===== config.mk =====
export PLATFORM = sky130hd
export DESIGN_NAME = qpr_regulator
export DESIGN_NICKNAME = d
export VERILOG_FILES = /design/src/shared/qpr_pkg.sv /design/src/verilog/qpr_regulator.sv
export SDC_FILE = /design/constraint.sdc
export NUM_CORES = 2
export LEC_CHECK = 0
export BUFFER_PORTS_ARGS = -buffer_cell sky130_fd_sc_hd__buf_2
export CAP_MARGIN = 20
export CELL_PAD_IN_SITES_DETAIL_PLACEMENT = 0
export CELL_PAD_IN_SITES_GLOBAL_PLACEMENT = 1
export CORE_ASPECT_RATIO = 1.25
export CORE_MARGIN = 3
export CORE_UTILIZATION = 40
export CTS_CLUSTER_DIAMETER = 30
export CTS_CLUSTER_SIZE = 30
export DETAILED_ROUTE_END_ITERATION = 16
export HOLD_SLACK_MARGIN = 0.02
export MAX_ROUTING_LAYER = met4
export PLACE_DENSITY = 0.72
export RECOVER_POWER = 50
export SYNTH_ARGS = -nofsm -noshare
export SYNTH_HDL_FRONTEND = slang
export SYNTH_SLANG_ARGS = --single-unit

===== constraint.sdc =====
create_clock -name pclk -period 12.6 [get_ports pclk]
set_input_delay 1.26 -clock pclk [delete_from_list [all_inputs] [get_ports pclk]]
set_output_delay 1.26 -clock pclk [all_outputs]
set_load 0.05 [all_outputs]

===== src/shared/qpr_pkg.sv =====
`default_nettype none
package qpr_pkg;
  // Structure sizes.
  localparam int NUM_SI = 5;
  localparam int QW = 4;
  localparam int SRC_W = 3;
  localparam int MEAS_W = 12;
  localparam int INTEG_W = 16;
  localparam int OT_W = 6;
  localparam int CNT_W = 7;
  localparam int CRED_W = 20;
  localparam int NREG = 5;

  // Address decode: byte address = si*0x40 + ch*0x20 + index*4.
  localparam int SI_LSB = 6;
  localparam int CH_BIT = 5;
  localparam int IDX_LSB = 2;
  localparam logic [2:0] IDX_CTRL = 3'h0;
  localparam logic [2:0] IDX_QOS = 3'h1;
  localparam logic [2:0] IDX_TARGET = 3'h2;
  localparam logic [2:0] IDX_SCALE = 3'h3;
  localparam logic [2:0] IDX_OT = 3'h4;
  localparam logic [2:0] IDX_STATUS = 3'h5;

  // Field positions.
  localparam int CTRL_REG_EN = 0;
  localparam int CTRL_BW_MODE = 1;
  localparam int CTRL_IDLE_RISE = 2;
  localparam int CTRL_OT_EN = 3;
  localparam int QOS_OVR_LSB = 0;
  localparam int QOS_MIN_LSB = 8;
  localparam int QOS_MAX_LSB = 12;
  localparam int OT_INT_LSB = 0;
  localparam int OT_FRAC_LSB = 8;

  // Reset value and writable bits of each register.
  localparam logic [31:0] RST_WORD = 32'h0000_0000;
  localparam logic [31:0] MASK_CTRL = 32'h0000_000F;
  localparam logic [31:0] MASK_QOS = 32'h0000_FF0F;
  localparam logic [31:0] MASK_TARGET = 32'h0000_0FFF;
  localparam logic [31:0] MASK_SCALE = 32'h0000_00FF;
  localparam logic [31:0] MASK_OT = 32'h0000_FF3F;

  // Integrator and credit limits.
  localparam logic [11:0] INTEG_ONES = 12'hFFF;
  localparam logic signed [CRED_W-1:0] CRED_MAX = 20'h0_0100;
  localparam logic signed [CRED_W-1:0] CRED_FLOOR = 20'hC_0000;

  typedef struct packed {
    logic valid;
    logic dataless;
    logic [QW-1:0] qos;
  } qpr_req_type;

  typedef struct packed {
    logic rd;
    logic rd_zero;
    logic wr;
    logic wr_zero;
  } qpr_done_type;

  typedef struct packed {
    logic valid;
    logic [QW-1:0] qos;
    logic [QW-1:0] arb;
    logic [SRC_W-1:0] src;
  } qpr_mreq_type;
endpackage
`default_nettype wire


===== src/verilog/qpr_regulator.sv =====
`default_nettype none
module qpr_regulator #(
  parameter int RQ_DEPTH = 16,
  parameter int RQ_RES_HIGH = 2,
  parameter int RQ_RES_MED = 2,
  parameter logic [3:0] R_THRESHOLD_UPPER = 4'hC,
  parameter logic [3:0] R_THRESHOLD_LOWER = 4'h8,
  parameter logic [qpr_pkg::NUM_SI-1:0] ACE_LITE_MASK = 5'h1C
) (
  input wire logic pclk,
  input wire logic presetn,
  input wire logic psel,
  input wire logic penable,
  input wire logic pwrite,
  input wire logic [11:0] paddr,
  input wire logic [31:0] pwdata,
  output logic [31:0] prdata,
  output logic pready,
  output logic pslverr,
  input wire logic [qpr_pkg::NUM_SI-1:0] qos_replace_enable_inputs,
  input wire qpr_pkg::qpr_req_type [qpr_pkg::NUM_SI-1:0] ar_req,
  input wire logic [qpr_pkg::NUM_SI-1:0][3:0] read_arb_priority_promote,
  output logic [qpr_pkg::NUM_SI-1:0] ar_ready,
  input wire qpr_pkg::qpr_req_type [qpr_pkg::NUM_SI-1:0] aw_req,
  output logic [qpr_pkg::NUM_SI-1:0] aw_ready,
  input wire qpr_pkg::qpr_done_type [qpr_pkg::NUM_SI-1:0] done,
  output qpr_pkg::qpr_mreq_type m_ar,
  input wire logic m_ar_ready,
  output qpr_pkg::qpr_mreq_type m_aw,
  input wire logic m_aw_ready,
  input wire logic rq_pop
);
  localparam int N = qpr_pkg::NUM_SI;

  qpr_pkg::qpr_req_type req [2][N];
  logic [31:0] cfg_reg [2][N][qpr_pkg::NREG];
  logic [3:0] eff_qos [2][N];
  logic [3:0] reg_qos [2][N];
  logic [qpr_pkg::CNT_W-1:0] ot_cnt [N];
  logic [N-1:0] ot_ok [2];
  logic [N-1:0] hs [2];
  qpr_pkg::qpr_mreq_type mout [2];
  logic [7:0] rq_cnt_reg;
  int rq_free;
  logic [2:0] a_si;
  logic [2:0] a_idx;
  logic a_ch;
  logic a_ok;
  logic wr_en;
  logic [31:0] rd_val;
  logic [31:0] wmask;

  // Both address channels are handled by one set of per-channel logic.
  always_comb begin
    for (int s = 0; s < N; s++) begin
      req[0][s] = ar_req[s];
      req[1][s] = aw_req[s];
    end
  end

  assign ar_ready = hs[0];
  assign aw_ready = hs[1];
  assign m_ar = mout[0];
  assign m_aw = mout[1];

  // APB decode; the write OT slot exists only in the read block.
  assign a_si = paddr[qpr_pkg::SI_LSB+2:qpr_pkg::SI_LSB];
  assign a_ch = paddr[qpr_pkg::CH_BIT];
  assign a_idx = paddr[qpr_pkg::IDX_LSB+2:qpr_pkg::IDX_LSB];
  assign a_ok = (paddr[11:9] == 3'h0) && (a_si < 3'(N))
    && (a_idx <= qpr_pkg::IDX_STATUS)
    && !(a_ch && a_idx == qpr_pkg::IDX_OT);
  assign wr_en = psel && penable && pwrite && a_ok
    && (a_idx != qpr_pkg::IDX_STATUS);
  assign pready = 1'b1;

  // Read value and writable-bit mask of the addressed register.
  always_comb begin
    rd_val = 32'h0000_0000;
    unique case (a_idx)
      qpr_pkg::IDX_CTRL: wmask = qpr_pkg::MASK_CTRL;
      qpr_pkg::IDX_QOS: wmask = qpr_pkg::MASK_QOS;
      qpr_pkg::IDX_TARGET: wmask = qpr_pkg::MASK_TARGET;
      qpr_pkg::IDX_SCALE: wmask = qpr_pkg::MASK_SCALE;
      qpr_pkg::IDX_OT: wmask = qpr_pkg::MASK_OT;
      default: wmask = 32'h0000_0000;
    endcase
    if (a_ok) begin
      if (a_idx == qpr_pkg::IDX_STATUS) begin
        rd_val = {17'h0_0000, ot_cnt[a_si], 4'h0, reg_qos[a_ch][a_si]};
      end else begin
        rd_val = cfg_reg[a_ch][a_si][a_idx];
      end
    end
  end

  // Read data and error are registered in the setup phase.
  always_ff @(posedge pclk or negedge presetn) begin
    if (!presetn) begin
      prdata <= 32'h0000_0000;
      pslverr <= 1'b0;
    end else if (psel && !penable) begin
      prdata <= pwrite ? 32'h0000_0000 : rd_val;
      pslverr <= !a_ok;
    end
  end

  // Configuration writes take effect in the access phase.
  always_ff @(posedge pclk or negedge presetn) begin
    if (!presetn) begin
      for (int c = 0; c < 2; c++)
        for (int s = 0; s < N; s++)
          for (int r = 0; r < qpr_pkg::NREG; r++)
            cfg_reg[c][s][r] <= qpr_pkg::RST_WORD;
    end else if (wr_en) begin
      cfg_reg[a_ch][a_si][a_idx] <= pwdata & wmask;
    end
  end

  // Read queue occupancy on the master side.
  assign rq_free = RQ_DEPTH - int'(rq_cnt_reg);
  always_ff @(posedge pclk or negedge presetn) begin
    if (!presetn) begin
      rq_cnt_reg <= 8'h00;
    end else begin
      rq_cnt_reg <= rq_cnt_reg + 8'(|hs[0]) - 8'(rq_pop);
    end
  end

  // Outstanding-transaction limiter, one per slave interface.
  for (genvar s = 0; s < N; s++) begin : g_ot
    logic [31:0] otc;
    logic [qpr_pkg::OT_W-1:0] it;
    logic [7:0] fr;
    logic [qpr_pkg::CNT_W-1:0] cnt_reg;
    logic [qpr_pkg::CNT_W-1:0] cap;
    logic signed [qpr_pkg::CRED_W-1:0] cred_reg;
    logic signed [qpr_pkg::CRED_W-1:0] cred_sum;
    logic lim, zr, zw, cr, cw, ok;
    assign otc = cfg_reg[0][s][qpr_pkg::IDX_OT];
    assign it = otc[qpr_pkg::OT_INT_LSB +: qpr_pkg::OT_W];
    assign fr = otc[qpr_pkg::OT_FRAC_LSB +: 8];
    assign lim = ACE_LITE_MASK[s]
      && cfg_reg[0][s][qpr_pkg::IDX_CTRL][qpr_pkg::CTRL_OT_EN];
    // Only zero-QoS requests that move data are counted.
    assign zr = req[0][s].valid && !req[0][s].dataless
      && req[0][s].qos == 4'h0;
    assign zw = req[1][s].valid && !req[1][s].dataless
      && req[1][s].qos == 4'h0;
    assign cr = hs[0][s] && zr;
    assign cw = hs[1][s] && zw;
    assign cap = qpr_pkg::CNT_W'(it) + qpr_pkg::CNT_W'(fr != 8'h00);
    assign cred_sum = cred_reg + qpr_pkg::CRED_W'({it, fr})
      - qpr_pkg::CRED_W'({cnt_reg, 8'h00});
    // Hard cap, then credit gate for the last fractional slot.
    assign ok = cnt_reg < cap
      && (cnt_reg < qpr_pkg::CNT_W'(it) || cred_reg >= 0);
    assign ot_ok[0][s] = !lim || !zr || ok;
    assign ot_ok[1][s] = !lim || !zw || (ok && !zr); // Reads go first.
    assign ot_cnt[s] = cnt_reg;

    // Count lives from handshake until read data or write response.
    always_ff @(posedge pclk or negedge presetn) begin
      if (!presetn) begin
        cnt_reg <= '0;
      end else begin
        cnt_reg <= cnt_reg + qpr_pkg::CNT_W'(cr) + qpr_pkg::CNT_W'(cw)
          - qpr_pkg::CNT_W'(done[s].rd && done[s].rd_zero)
          - qpr_pkg::CNT_W'(done[s].wr && done[s].wr_zero);
      end
    end

    // Credit tracks limit minus load, saturating both ways.
    always_ff @(posedge pclk or negedge presetn) begin
      if (!presetn) begin
        cred_reg <= qpr_pkg::CRED_MAX;
      end else if (cred_sum > qpr_pkg::CRED_MAX) begin
        cred_reg <= qpr_pkg::CRED_MAX;
      end else if (cred_sum < qpr_pkg::CRED_FLOOR) begin
        cred_reg <= qpr_pkg::CRED_FLOOR;
      end else begin
        cred_reg <= cred_sum;
      end
    end

    AST_OT_INTEGER: assert property (@(posedge pclk) disable iff (!presetn)
      (lim && fr == 8'h00 && cnt_reg <= qpr_pkg::CNT_W'(it)) ##1
      $stable(otc) |-> cnt_reg <= qpr_pkg::CNT_W'(it))
      else $error("Outstanding count passed the integer limit.");
    AST_OT_PLUS_ONE: assert property (@(posedge pclk) disable iff (!presetn)
      (lim && fr != 8'h00 && cnt_reg <= cap) ##1 $stable(otc)
      |-> cnt_reg <= cap)
      else $error("Outstanding count passed the integer limit plus one.");
  end

  // Per-channel regulators, arbiter and master-side holding register.
  for (genvar c = 0; c < 2; c++) begin : g_ch
    logic [N-1:0] elig;
    logic [N-1:0] win;
    logic [3:0] pr [N];
    logic [N-1:0] lrg_reg [N];
    logic [3:0] best;
    logic load;
    logic beaten;
    logic tie_lost;
    qpr_pkg::qpr_mreq_type mo_reg;

    assign load = !mo_reg.valid || (c == 0 ? m_ar_ready : m_aw_ready);
    assign hs[c] = win & {N{load}};
    assign mout[c] = mo_reg;

    for (genvar s = 0; s < N; s++) begin : g_si
      logic [31:0] ctl;
      logic [3:0] vovr, vmin, vmax, rq;
      logic [qpr_pkg::INTEG_W-1:0] integ_reg, hi, lo, step;
      logic [qpr_pkg::MEAS_W-1:0] meas_reg, target;
      logic track_reg, counted, fin, up, dn, rep, cls_ok;
      assign ctl = cfg_reg[c][s][qpr_pkg::IDX_CTRL];
      assign vovr = cfg_reg[c][s][qpr_pkg::IDX_QOS][qpr_pkg::QOS_OVR_LSB +: 4];
      assign vmin = cfg_reg[c][s][qpr_pkg::IDX_QOS][qpr_pkg::QOS_MIN_LSB +: 4];
      assign vmax = cfg_reg[c][s][qpr_pkg::IDX_QOS][qpr_pkg::QOS_MAX_LSB +: 4];
      assign target = cfg_reg[c][s][qpr_pkg::IDX_TARGET][11:0];
      assign step = 16'(cfg_reg[c][s][qpr_pkg::IDX_SCALE][7:0]);
      assign hi = {vmax, qpr_pkg::INTEG_ONES};
      assign lo = {vmin, 12'h000};
      assign counted = hs[c][s] && !req[c][s].dataless
        && req[c][s].qos == 4'h0;
      assign fin = (c == 0) ? done[s].rd && done[s].rd_zero
        : done[s].wr && done[s].wr_zero;

      // Regulated value clamped into the programmed range.
      always_comb begin
        rq = integ_reg[15:12];
        if (rq < vmin) rq = vmin;
        if (rq > vmax) rq = vmax;
      end
      assign reg_qos[c][s] = rq;

      // Replace only zero, data-moving requests on enabled interfaces.
      assign rep = qos_replace_enable_inputs[s] && req[c][s].qos == 4'h0
        && !req[c][s].dataless;
      assign eff_qos[c][s] = !rep ? req[c][s].qos
        : (ctl[qpr_pkg::CTRL_REG_EN] ? rq : vovr);
      assign pr[s] = (c == 0) ? read_arb_priority_promote[s]
        : eff_qos[c][s];

      // Read class check keeps reserved queue slots free.
      always_comb begin
        cls_ok = 1'b1;
        if (c == 0) begin
          if (eff_qos[c][s] >= R_THRESHOLD_UPPER) begin
            cls_ok = rq_free > 0;
          end else if (eff_qos[c][s] >= R_THRESHOLD_LOWER) begin
            cls_ok = rq_free > RQ_RES_HIGH;
          end else begin
            cls_ok = rq_free > RQ_RES_HIGH + RQ_RES_MED;
          end
        end
      end
      assign elig[s] = req[c][s].valid && ot_ok[c][s] && cls_ok;

      // Direction of the integrator for this cycle.
      always_comb begin
        up = 1'b0;
        dn = 1'b0;
        if (ctl[qpr_pkg::CTRL_BW_MODE]) begin
          if (counted) begin
            up = meas_reg > target;
            dn = meas_reg < target;
          end else if (!req[c][s].valid && ctl[qpr_pkg::CTRL_IDLE_RISE]) begin
            up = 1'b1;
          end
        end else if (fin && track_reg) begin
          up = meas_reg > target;
          dn = meas_reg < target;
        end
      end

      // Integrator moves by the scale step, within the range.
      always_ff @(posedge pclk or negedge presetn) begin
        if (!presetn) begin
          integ_reg <= '0;
        end else if (ctl[qpr_pkg::CTRL_REG_EN] && up) begin
          integ_reg <= (integ_reg >= hi || hi - integ_reg <= step) ? hi
            : integ_reg + step;
        end else if (ctl[qpr_pkg::CTRL_REG_EN] && dn) begin
          integ_reg <= (integ_reg <= lo || integ_reg - lo <= step) ? lo
            : integ_reg - step;
        end
      end

      // Measurement: handshake period, or latency of one tracked request.
      always_ff @(posedge pclk or negedge presetn) begin
        if (!presetn) begin
          meas_reg <= '0;
          track_reg <= 1'b0;
        end else if (ctl[qpr_pkg::CTRL_BW_MODE]) begin
          track_reg <= 1'b0;
          if (counted) begin
            meas_reg <= '0;
          end else if ((req[c][s].valid || ctl[qpr_pkg::CTRL_IDLE_RISE])
                       && meas_reg != '1) begin
            meas_reg <= meas_reg + 1'b1;
          end
        end else if (track_reg && fin) begin
          track_reg <= 1'b0;
        end else if (!track_reg && counted) begin
          track_reg <= 1'b1;
          meas_reg <= '0;
        end else if (track_reg && meas_reg != '1) begin
          meas_reg <= meas_reg + 1'b1;
        end
      end

      AST_QOS_CARRIED: assert property (@(posedge pclk) disable iff (!presetn)
        hs[c][s] |=> mout[c].valid && mout[c].qos == $past(eff_qos[c][s])
        && mout[c].src == qpr_pkg::SRC_W'(s))
        else $error("Granted QoS not carried to the master side.");
      AST_NONZERO_PASS: assert property (@(posedge pclk)
        disable iff (!presetn)
        hs[c][s] && (req[c][s].qos != 4'h0 || req[c][s].dataless
        || !qos_replace_enable_inputs[s])
        |=> mout[c].qos == $past(req[c][s].qos))
        else $error("Unreplaceable QoS value was changed.");
      AST_MAX_ZERO: assert property (@(posedge pclk) disable iff (!presetn)
        vmax == 4'h0 |-> reg_qos[c][s] == 4'h0)
        else $error("Regulator output above a zero maximum.");
      AST_IDLE_HOLD: assert property (@(posedge pclk) disable iff (!presetn)
        ctl[qpr_pkg::CTRL_BW_MODE] && !ctl[qpr_pkg::CTRL_IDLE_RISE]
        && !req[c][s].valid |=> $stable(integ_reg))
        else $error("Normal bandwidth regulator moved while idle.");
      AST_IDLE_RISE: assert property (@(posedge pclk) disable iff (!presetn)
        ctl[qpr_pkg::CTRL_REG_EN] && ctl[qpr_pkg::CTRL_BW_MODE]
        && ctl[qpr_pkg::CTRL_IDLE_RISE] && !req[c][s].valid
        && integ_reg < hi && step != '0 |=> integ_reg > $past(integ_reg))
        else $error("Idle-rise regulator did not climb while idle.");
      if (c == 0) begin : g_rd
        AST_ARB_CAPTURE: assert property (@(posedge pclk)
          disable iff (!presetn)
          hs[0][s] |=> m_ar.arb == $past(read_arb_priority_promote[s]))
          else $error("Read priority not captured at handshake.");
        AST_LOW_RESERVE: assert property (@(posedge pclk)
          disable iff (!presetn)
          hs[0][s] && eff_qos[0][s] < R_THRESHOLD_LOWER
          |-> rq_free > RQ_RES_HIGH + RQ_RES_MED)
          else $error("Low class read took a reserved slot.");
      end
    end

    // Largest value wins; ties resolved by grant age.
    always_comb begin
      best = 4'h0;
      win = '0;
      for (int s = 0; s < N; s++)
        if (elig[s] && pr[s] > best) best = pr[s];
      for (int s = 0; s < N; s++) begin
        win[s] = elig[s] && pr[s] == best;
        for (int j = 0; j < N; j++)
          if (j != s && elig[j] && pr[j] == best && !lrg_reg[s][j])
            win[s] = 1'b0;
      end
    end

    // Checking helpers for arbitration order.
    always_comb begin
      beaten = 1'b0;
      tie_lost = 1'b0;
      for (int s = 0; s < N; s++)
        for (int j = 0; j < N; j++) begin
          if (win[s] && elig[j] && pr[j] > pr[s]) beaten = 1'b1;
          if (win[s] && j != s && elig[j] && pr[j] == pr[s]
              && lrg_reg[j][s]) tie_lost = 1'b1;
        end
    end

    // Granted interface becomes the most recently granted.
    always_ff @(posedge pclk or negedge presetn) begin
      if (!presetn) begin
        for (int i = 0; i < N; i++)
          for (int j = 0; j < N; j++)
            lrg_reg[i][j] <= (i < j);
      end else begin
        for (int i = 0; i < N; i++)
          if (hs[c][i]) begin
            lrg_reg[i] <= '0;
            for (int j = 0; j < N; j++)
              if (j != i) lrg_reg[j][i] <= 1'b1;
          end
      end
    end

    // Holding register toward the master interface.
    always_ff @(posedge pclk or negedge presetn) begin
      if (!presetn) begin
        mo_reg <= '0;
      end else if (load) begin
        mo_reg.valid <= |win;
        for (int s = 0; s < N; s++)
          if (win[s]) begin
            mo_reg.qos <= eff_qos[c][s];
            mo_reg.arb <= pr[s];
            mo_reg.src <= qpr_pkg::SRC_W'(s);
          end
      end
    end

    AST_MAX_WINS: assert property (@(posedge pclk) disable iff (!presetn)
      !beaten)
      else $error("A lower priority request was granted.");
    AST_LRG_TIE: assert property (@(posedge pclk) disable iff (!presetn)
      !tie_lost)
      else $error("Tie not granted to the least recent interface.");
  end
endmodule // qpr_regulator
`default_nettype wire


==> results.yml <==
sta:
  setup_viol: 23
  tightest_slew_ps: 6500
  hold_violations: 0
  relSlewSlack_pct: -333
  rsz0062_at_grt: "yes"
  worst_hold_slack_ps: 370
  finalWorstSetupSlack_ps: -556
  min_period_over_period_pct: 104
  fin_crit_ps: 13160
  fin_setup_tns_ps: -5780
  max_clock_freq_mhz: 76.0
  finClkSkew_ps: 70.4
  drv_slew: 1114
placement:
  dp_hpwl_mm: 255
  placed_area_um2: 93300
  place_congestion: 0.992
  port_buffers: 189
  pre_cts_ws_ps: -600
hold_path:
  hold-path-cell-count: 0
  hold_class: "register to register"
setup_path:
  crit_family: "compound AO/OA/AOI/OAI gates"
  start_kind: "register"
  crit_buf_inv: 12
  crit_top_cell: "buf_6"
  cp_data_required_time_ps: 11340
  cp-end-kind: "output port"
  crit_type: "register to output port"
  arrival_ps: 11900
  slowest_stage: "o311a_4"
  reg2regPathDepth: 67
  crit_cells: 63
  max_stage_delay_ps: 410
  cp_max_fo: 6
cts:
  cts_tree: "yes"
  clk_path_buf_depth: 4
  clkSlewWorstSetupHoldPaths_ps: 40
  cts-root-buf: "clkbuf_16"
  h-tree-depth: 5
  clkLatencyLatePin_ps: 880
  clock_sinks: 1270
  cts_buffers: 314
  cts_hold_buf: 0
yosys:
  synth_cell_types: 111
  ys.flop_type: "dfrtp_1"
  synth_edf_count: 0
  synthTopCellsByArea: "dfrtp_1 36%, ha_1 10%, o21ai_0 4.9%"
  syn-mean-instance-area_um2: 8.95
  synth-async-reset-ratio_pct: 100
  yosysWarnings: 0
  ys_ff_latch: 1270
  yosysTopAreaCell: "dfrtp_1"
  synth_top_area_share_pct: 36.0
  synth_area_um2: 86600
  ys_seq_area_share_pct: 36.7
  syn-instance-count: 9681
run:
  drv_cap: 12
die:
  die_width_um: 422
  start_util_pct: 40.3
  dieArea_um2: 222000
  coreArea_um2: 215000
  rows: 190
  fp.dieH_um: 526
  io_pins: 225
detailed_routing:
  vias: 76700
  first_pass_iters: 8
  drc: 0
  drt_iter0_markers: 6737
  via_per_inst: 5.72
  routed_wirelength_mm: 342
  wl_per_cell_um: 25.5
  ant_nets: 0
cells_and_area:
  area.sequential_um2: 31800
  syn_to_final_growth_pct: 23.5
  num-nets-final: 11200
  final_common_cell: "dfrtp_1"
  layout.cells.most_common_list: "1247 x dfrtp_1, 918 x nand2_1, 900 x inv_1"
  fillers: 20000
  drive_gt1_share_pct: 17.7
  stdcell_area_um2: 107000
  largest_reg_flops: 560
  multi_input_area_um2: 50800
grt:
  antenna_found_initial: 30
  grt-ovfl-total: 0
  grt_max_degree: 195
  grt_pass1_wl_mm: 505
  grt_use_total_pct: 30.9
  grt_pass1_vias: 77000
power_and_ir_drop:
  powerDensity_nw_per_um2: 159
  power_w: 0.0170
  leakagePower_nw: 47.8
  ir_drop_mv: 0.106
outcome:
  status: "complete, but fails checks"
  violations: "capacitance limit, slew limit, setup timing"
cell families after synthesis:
family	share of synthesized area, %
other	0.00867
AO/OA/AOI/OAI	16.6
adder cells (fa/ha/maj)	11.8
flip-flops	36.7
buffers and inverters	6.48
multiplexers	6.96
AND/OR/NAND/NOR	17.3
XOR/XNOR	4.16
worst reg2reg max path: cells and delay by family (launching register included):
kind / cells / cell delay, ps
adders and majority gates: 11 / 3080
xor gates and xnor gates: 1 / 120
muxes: 4 / 1140
and+or+nand+nor: 19 / 2570
DFF: 1 / 380
AOI/OAI and AO/OA: 26 / 4850
buffers and inverters: 6 / 810
report_power, final:
| part | internal [W] | switching, W |
|---|---|---|
| clock network | 0.00575 | 0.00273 |
| registers | 0.00438 | 0.000343 |
| logic | 0.00153 | 0.00226 |
layout make-up:
class                      instances  share of cell area (%)
antenna                           19                  0.0444
clock buffer                     389                    8.13
clock inverter                   176                    2.19
inverter                         921                    3.26
multi-input combinational       6958                    47.5
sequential                      1270                    29.7
tap                             2880                    3.37
timing repair buffer             808                    5.75
per-layer routing:
metal	wire, um	vias to the layer above	GRT usage (%)
met5	0	-	-
met4	24800	0	18.3
met3	21900	877	5.15
met2	162000	2822	49.8
met1	133000	37900	36.3
li1	-	35100	-
stage by stage:
stage          util, %  instances
2_1_floorplan        -       9696
3_3_place_gp      43.4      12700
3_5_place_dp      43.4      12700
4_1_cts           49.4      13400
5_1_grt           49.8      13400
6_report          49.8      13400
timing repair:
| action | CTS | global route |
|---|---|---|
| pin swaps | 109 | 117 |
| setup endpoints to repair | 107 | 264 |
| resized for setup | 181 | 158 |
| buffers inserted | 131 | 55 |
cells in the mapped netlist (37+ instances only):
| master | n |
|---|---|
| a31oi_1 | 89 |
| and3_1 | 62 |
| clkbuf_1 | 480 |
| inv_1 | 918 |
| o211ai_1 | 81 |
| mux2i_1 | 200 |
| dfrtp_1 | 1247 |
| a21oi_1 | 447 |
| a221oi_1 | 38 |
| xnor2_1 | 292 |
| mux2_2 | 49 |
| mux4_2 | 153 |
| o21ai_0 | 844 |
| a21o_1 | 101 |
| nor2b_1 | 129 |
| nor4_1 | 87 |
| nand3_1 | 164 |
| and2_1 | 331 |
| or3_1 | 53 |
| ha_1 | 696 |
| a211oi_1 | 46 |
| xor2_1 | 119 |
| nand2_1 | 940 |
| nand4_1 | 140 |
| a221o_1 | 37 |
| nor2_1 | 702 |
| o21a_1 | 69 |
| nand2b_1 | 101 |
| o221ai_1 | 54 |
| or4_1 | 40 |
| o21bai_1 | 62 |
| o22ai_1 | 73 |
| nor3_1 | 189 |
| fa_1 | 74 |
worst paths after layout:
check,slack [ps],start,end
setup / recovery,-560,g_ch[0].g_si[0].integ_reg[12]$_DFFE_PN0P_,ar_ready[1]
hold / removal,370,cfg_reg[332]$_DFFE_PN0P_,cfg_reg[332]$_DFFE_PN0P_
setup reg to reg,-410,g_ch[0].g_si[0].integ_reg[12]$_DFFE_PN0P_,g_ot[2].cnt_reg[5]$_DFF_PN0_
hold reg to reg,370,cfg_reg[332]$_DFFE_PN0P_,cfg_reg[332]$_DFFE_PN0P_
max in group asynchronous,1830,presetn,cfg_reg[494]$_DFFE_PN0P_
min in group asynchronous,2830,presetn,g_ch[0].g_si[3].integ_reg[4]$_DFFE_PN0P_
No activity file was read; power rests on OpenSTA's default activity.
